**config.mk**
```make
export PLATFORM = sky130hd
export DESIGN_NAME = nlssm_top
export DESIGN_NICKNAME = d
export VERILOG_FILES = /design/src/include/nlssm_pkg.sv /design/src/logic/nlssm_top.sv /design/src/logic/nlssm_fifo.sv
export SDC_FILE = /design/constraint.sdc
export NUM_CORES = 2
export LEC_CHECK = 0
export BUFFER_PORTS_ARGS = -buffer_cell sky130_fd_sc_hd__buf_4
export CAP_MARGIN = 20
export CORE_MARGIN = 3
export CORE_UTILIZATION = 25
export CTS_CLUSTER_DIAMETER = 200
export DETAILED_ROUTE_END_ITERATION = 12
export SETUP_SLACK_MARGIN = 0.1
export SLEW_MARGIN = 20
export SYNTH_ARGS = -nofsm -noshare
export SYNTH_HDL_FRONTEND = slang
export SYNTH_SLANG_ARGS = --single-unit
export TNS_END_PERCENT = 100
```
**constraint.sdc**
```tcl
create_clock -name clk_sys -period 4.45 [get_ports clk_sys]
set_input_delay 0.445 -clock clk_sys [delete_from_list [all_inputs] [get_ports clk_sys]]
set_output_delay 0.445 -clock clk_sys [all_outputs]
set_load 0.1 [all_outputs]
```
**src/include/nlssm_pkg.sv**
```systemverilog
// shared constants and types for the nine-lane static shift memory
package nlssm_pkg;

  // geometry
  localparam int LANES       = 9;
  localparam int DATA_BITS   = 8;
  localparam int LANE_LEN    = 80;
  localparam int FIFO_DEPTH  = 16;

  // timing: clk_sys rate and the shift-clock ceiling
  localparam int SYS_CLK_HZ   = 100_000_000;
  localparam int SHIFT_MAX_HZ = 1_500_000;
  localparam int SHIFT_MIN_PERIOD_CYC = (SYS_CLK_HZ + SHIFT_MAX_HZ - 1) / SHIFT_MAX_HZ;

  // release of master clear ahead of the next rising shift clock
  localparam int CLR_SETUP_NS  = 250;
  localparam int CLR_SETUP_CYC = (CLR_SETUP_NS * (SYS_CLK_HZ / 1_000_000) + 999) / 1000;

  // reset values
  localparam logic       SHIFT_CLK_RST = 1'b0;
  localparam logic [8:0] WORD_RST      = 9'h000;

  // one stored word: eight data bits plus a marker or parity bit
  typedef struct packed {
    logic                 marker;
    logic [DATA_BITS-1:0] data;
  } nlssm_word_s;

  // shift request state
  typedef enum logic [1:0] {
    NLSSM_IDLE  = 2'b00,
    NLSSM_SHIFT = 2'b01,
    NLSSM_HOLD  = 2'b10
  } nlssm_state_e;

endpackage

```
**src/logic/nlssm_top.sv**
```systemverilog
// nine-lane static shift memory with an output word fifo
`timescale 1ns/1ps
module nlssm_top #(
  parameter int LANE_LEN   = nlssm_pkg::LANE_LEN,
  parameter int FIFO_DEPTH = nlssm_pkg::FIFO_DEPTH
) (
  input  wire logic                 clk_sys,
  input  wire logic                 rst,
  input  wire logic                 shift_clk,
  input  wire logic                 recirc_n,
  input  wire logic                 master_clear,
  input  wire nlssm_pkg::nlssm_word_s data_in,
  output nlssm_pkg::nlssm_word_s    data_out,
  output logic                      mon_valid,
  output nlssm_pkg::nlssm_word_s    mon_word,
  input  wire logic                 mon_ready,
  output logic                      shift_stalled
);

  localparam int LANES = nlssm_pkg::LANES;

  ////////////////////////////////////////////////////////////////////////////
  // shift-clock edge detection; every shift phase derives from this input

  logic                    shift_clk_reg;
  logic                    fall;
  nlssm_pkg::nlssm_state_e state_reg;
  logic [LANES-1:0]        held_in_reg;
  logic                    held_recirc_reg;
  logic                    fifo_in_ready;
  logic                    fifo_out_valid;
  logic [LANES-1:0]        fifo_out_data;
  logic                    do_shift;
  logic                    sel_recirc;
  logic [LANES-1:0]        sel_in;
  logic [LANES-1:0]        lane_tail;

  always_ff @(posedge clk_sys)
  begin
    if (rst)
    begin
      shift_clk_reg <= nlssm_pkg::SHIFT_CLK_RST;
    end
    else
    begin
      shift_clk_reg <= shift_clk;
    end
  end

  // only a high-to-low transition is an event; a clock held low does nothing
  assign fall = shift_clk_reg && !shift_clk;

  ////////////////////////////////////////////////////////////////////////////
  // shift sequencing: a falling edge that finds the fifo full is held,
  // with its inputs latched, until one word is drained; a further edge that arrives while one is held is lost

  // fully static: any edge spacing of at least one clk_sys cycle per phase is taken unless an earlier edge is still held
  assign do_shift = !master_clear && fifo_in_ready &&
                    ((state_reg == nlssm_pkg::NLSSM_HOLD) || fall);
  assign sel_recirc = (state_reg == nlssm_pkg::NLSSM_HOLD) ? held_recirc_reg : recirc_n;
  assign sel_in     = (state_reg == nlssm_pkg::NLSSM_HOLD) ? held_in_reg : data_in;

  always_ff @(posedge clk_sys)
  begin
    if (rst)
    begin
      state_reg       <= nlssm_pkg::NLSSM_IDLE;
      held_in_reg     <= nlssm_pkg::WORD_RST;
      held_recirc_reg <= 1'b0;
    end
    else if (master_clear)
    begin
      state_reg <= nlssm_pkg::NLSSM_IDLE;
    end
    else
    begin
      case (state_reg)
        nlssm_pkg::NLSSM_IDLE,
        nlssm_pkg::NLSSM_SHIFT:
        begin
          if (fall && !fifo_in_ready)
          begin
            state_reg       <= nlssm_pkg::NLSSM_HOLD;
            held_in_reg     <= data_in;
            held_recirc_reg <= recirc_n;
          end
          else
          begin
            state_reg <= fall ? nlssm_pkg::NLSSM_SHIFT : nlssm_pkg::NLSSM_IDLE;
          end
        end
        nlssm_pkg::NLSSM_HOLD:
        begin
          if (fifo_in_ready)
          begin
            state_reg <= nlssm_pkg::NLSSM_SHIFT;
          end
        end
        default:
        begin
          state_reg <= nlssm_pkg::NLSSM_IDLE;
        end
      endcase
    end
  end

  ////////////////////////////////////////////////////////////////////////////
  // the nine lanes, shared shift and recirculate, own data in and out

  genvar gi;
  generate
    for (gi = 0; gi < LANES; gi++)
    begin : g_lane
      logic [LANE_LEN-1:0] lane_reg;

      always_ff @(posedge clk_sys)
      begin
        if (rst || master_clear)
        begin
          lane_reg <= '0;
        end
        else if (do_shift)
        begin
          // recirculate low feeds the lane's own tail back to its head
          lane_reg <= {lane_reg[LANE_LEN-2:0],
                       sel_recirc ? sel_in[gi] : lane_reg[LANE_LEN-1]};
        end
      end

      assign lane_tail[gi] = lane_reg[LANE_LEN-1];
    end
  endgenerate

  // data_out is the last stage flip-flop of each lane
  assign data_out = lane_tail;

  ////////////////////////////////////////////////////////////////////////////
  // monitor fifo: each word leaving the last stage on a shift is queued;
  // a full fifo defers shifts, which bounds the usable rate to the drain rate

  nlssm_fifo #(
    .WIDTH (LANES),
    .DEPTH (FIFO_DEPTH)
  ) u_fifo (
    .clk_sys   (clk_sys),
    .rst       (rst || master_clear),
    .in_valid  (do_shift),
    .in_data   (lane_tail),
    .in_ready  (fifo_in_ready),
    .out_valid (fifo_out_valid),
    .out_data  (fifo_out_data),
    .out_ready (mon_ready)
  );

  assign mon_valid     = fifo_out_valid;
  assign mon_word      = fifo_out_data;
  assign shift_stalled = (state_reg == nlssm_pkg::NLSSM_HOLD);

endmodule

```
**src/logic/nlssm_fifo.sv**
```systemverilog
// parameterised valid/ready fifo built from flip-flops
`timescale 1ns/1ps
module nlssm_fifo #(
  parameter int WIDTH = 9,
  parameter int DEPTH = 16
) (
  input  wire logic             clk_sys,
  input  wire logic             rst,
  input  wire logic             in_valid,
  input  wire logic [WIDTH-1:0] in_data,
  output logic                  in_ready,
  output logic                  out_valid,
  output logic [WIDTH-1:0]      out_data,
  input  wire logic             out_ready
);

  localparam int AW = $clog2(DEPTH);

  logic [WIDTH-1:0] mem_reg [DEPTH];
  logic [AW-1:0]    wr_ptr_reg;
  logic [AW-1:0]    rd_ptr_reg;
  logic [AW:0]      count_reg;
  logic             push;
  logic             pop;

  assign in_ready  = (count_reg != (AW+1)'(DEPTH));
  assign out_valid = (count_reg != '0);
  assign out_data  = mem_reg[rd_ptr_reg];
  assign push      = in_valid && in_ready;
  assign pop       = out_valid && out_ready;

  ////////////////////////////////////////////////////////////////////////////
  always_ff @(posedge clk_sys)
  begin
    if (push)
    begin
      mem_reg[wr_ptr_reg] <= in_data;
    end
  end

  always_ff @(posedge clk_sys)
  begin
    if (rst)
    begin
      wr_ptr_reg <= '0;
      rd_ptr_reg <= '0;
      count_reg  <= '0;
    end
    else
    begin
      if (push)
      begin
        wr_ptr_reg <= (wr_ptr_reg == AW'(DEPTH-1)) ? '0 : wr_ptr_reg + 1'b1;
      end
      if (pop)
      begin
        rd_ptr_reg <= (rd_ptr_reg == AW'(DEPTH-1)) ? '0 : rd_ptr_reg + 1'b1;
      end
      case ({push, pop})
        2'b10:   count_reg <= count_reg + 1'b1;
        2'b01:   count_reg <= count_reg - 1'b1;
        default: count_reg <= count_reg;
      endcase
    end
  end

endmodule

```
==> results.ini <==
[setup_path]
timing.critical_path.buf_inv = 2
critPathSlowestCell = dfxtp_2
max_stage_delay_ns = 0.77
path_delay_family = flip-flops
cp-start-kind = flop
cp.required_ns = 4.01
cpMostUsedCell = buf_4
arrival_ns = 3.02
critical_path_class = reg -> out
cp-end-kind = primary output
path_max_fanout = 19
path_cells = buf_4 -> mux4_2 -> a22oi_1 -> nand2_1 -> buf_4

[layout]
drive_gt1_share_pct = 6.861
largest_reg_flops = 720
final_area_sq_mm = 0.03603
instances_no_fill = 5149
multi_input_area_sq_mm = 0.01116
regArea_sq_mm = 0.01934
nets = 3458
fillers = 13170
syn2layout_area_growth_pct = 13.68

[logic_synthesis]
synth_edf_count = 144
syn_area_sq_mm = 0.03170
yosysMostFrequentCell = nand2_1
netlist_instances = 3565
synth_area_leader_cell = dfxtp_1
async_flop_share_pct = 0
synth-seq-cells = 894
synth_warnings = 0
avgSynthCellArea_sq_um = 8.891
synthTopCellsByArea = dfxtp_1 (47%), nand2_1 (17%), edfxtp_1 (14%), a21oi_1 (11%), mux4_2 (2.6%)
ys.flop_type = dfxtp_1
yosysSeqAreaShare_pct = 61.01
ys_types = 46
syn_nets = 3589
synth_top_area_share_pct = 47.37
ys_top_cells_by_count = nand2_1 (1473), dfxtp_1 (750), a21oi_1 (725)

[clocking]
cts_tree = yes
numClockSinks = 894
clkLatencyLatePin_ns = 0.62
cts_setup_buffers = 0
cts_root_buffer = clkbuf_16
h-tree-depth = 3
postCtsHoldBufs = 0
path_clk_slew_ns = 0.06
cts_max_path_buffers = 3
post_cts_resize_count = 0
cts_made_buffers = 85

[detailed_routing]
routed_wl_um = 59000
initialDrtViolationCount = 1841
final_antenna_net_count = 0
first_pass_iters = 5
drc = 0
via_count = 22160
routedWlPerCell_um = 11.46
vias_per_cell = 4.304

[place]
placed_cells = 4997
io_buffers = 34
place.gp.congestion = 0.7616
place_hpwl_um = 31100
pre_cts_ws_ns = 0.7831
place_area_sq_mm = 0.03312

[sta]
setup_viol = 0
fin_ws_ns = 0.9813
finalMaxSlewViolations = 0
rsz0062_at_grt = false
worstMarginPinSlew_ns = 1.052
finalClockSkew_ns = 0.02879
hold_viol = 0
fmax_ghz = 0.2883
finalCritPeriodShare_pct = 77.95
period_needed_ns = 3.469
max_slew_margin_pct = 29.88
setup_tns_ns = 0

[global_route]
overflow = 0
antenna_found_initial = 1
grt_first_pass_wirelength_um = 98820
grt_usage_pct = 8.646
grt_max_degree = 251
grt_pass1_vias = 20080

[floorplanning]
die_h_um = 362.1
num_rows = 130
die_x_um = 362.1
core_sq_mm = 0.1257
dieArea_sq_mm = 0.1311
start_util_pct = 25.21
top_level_ports = 35

[power_and_ir_drop]
power_density_mw_per_mm2 = 440.9
p_leak_nw = 10.70
power.total_w = 0.01589
ir_drop_uv = 216.2

[worst_hold_path]
worstHoldPathType = in -> reg

[flow_run]
cap_viol_max_count = 0

[outcome]
status = finished, final reports clean

[where the power goes]
group          leakage [nW]  total [W]  internal (W)  switching, W
sequential             7.28    0.00818       0.00818    0.00000170
combinational          1.99   0.000263     0.0000373      0.000226
clock                  1.43    0.00744       0.00443       0.00301
total                  10.7     0.0159        0.0127       0.00323
[metrics by stage]
stage               util (%)  hold slack [ns]
global route           28.66          0.03175
floorplan                  -           0.4321
finish                 28.66          0.05764
global placement       26.34           0.4356
detailed placement     26.34           0.4415
CTS                    28.64         0.009837
[cell usage in the layout, fill, tap and decap left out, types with 5 or more instances in the layout]
cell type   instances
nand2_1          1473
ha_1                9
buf_4              46
bufinv_16          11
edfxtp_1          144
clkbuf_16          87
clkbuf_1           11
nand3_1            17
mux2i_1            32
nand2b_1            6
clkinv_2           20
mux4_2             36
clkbuf_8           13
a22oi_1            18
dfxtp_1           748
buf_12             10
clkinvlp_4          5
nor2_1             31
a21oi_1           725
[per-layer routing]
layer	track usage, %	part of all wire (%)	vias up
li1	-	-	11420
met1	11.88	48	10350
met2	13.59	45	310
met3	1.753	4.6	84
met4	2.760	2.1	0
met5	0	0	-
[path summary, 6_finish.rpt]
check,from,end,slack [ns],depth (start not counted)
setup / recovery,flop,mon_word[2],0.98,5
hold / removal,shift_clk,shift_clk_reg$_SDFF_PP0_,0.06,2
setup reg to reg,state_reg[0]$_SDFFE_PP0P_,u_fifo.mem_reg[11][3]$_DFFE_PP_,1.08,5
hold reg to reg,g_lane[7].lane_reg[65]$_SDFFE_PP0N_,g_lane[7].lane_reg[66]$_SDFFE_PP0N_,0.43,2
[cell type report]
cell class / instances / area share [%]
Sequential cell: 894 / 53.68
Multi-Input combinational cell: 2392 / 30.97
Clock buffer: 111 / 6.653
Tap cell: 1650 / 5.730
Timing Repair Buffer: 56 / 1.514
Clock inverter: 40 / 1.375
Inverter: 5 / 0.07292
Antenna cell: 1 / 0.006945
[kinds of logic (layout without fill, tap and decap cells)]
logic type | Yosys count | after routing | share of synthesized area (%)
muxes | 68 | 68 | 3.568
buffers and inverters | 279 | 212 | 3.853
adders and majority gates | 9 | 9 | 0.3553
xor gates and xnor gates | 4 | 4 | 0.1105
DFF | 894 | 894 | 61.01
and+or+nand+nor | 1551 | 1551 | 18.77
other | 0 | 1 | 0
AOI/OAI and AO/OA | 760 | 760 | 12.33
Power figures use the tool's default switching activity.
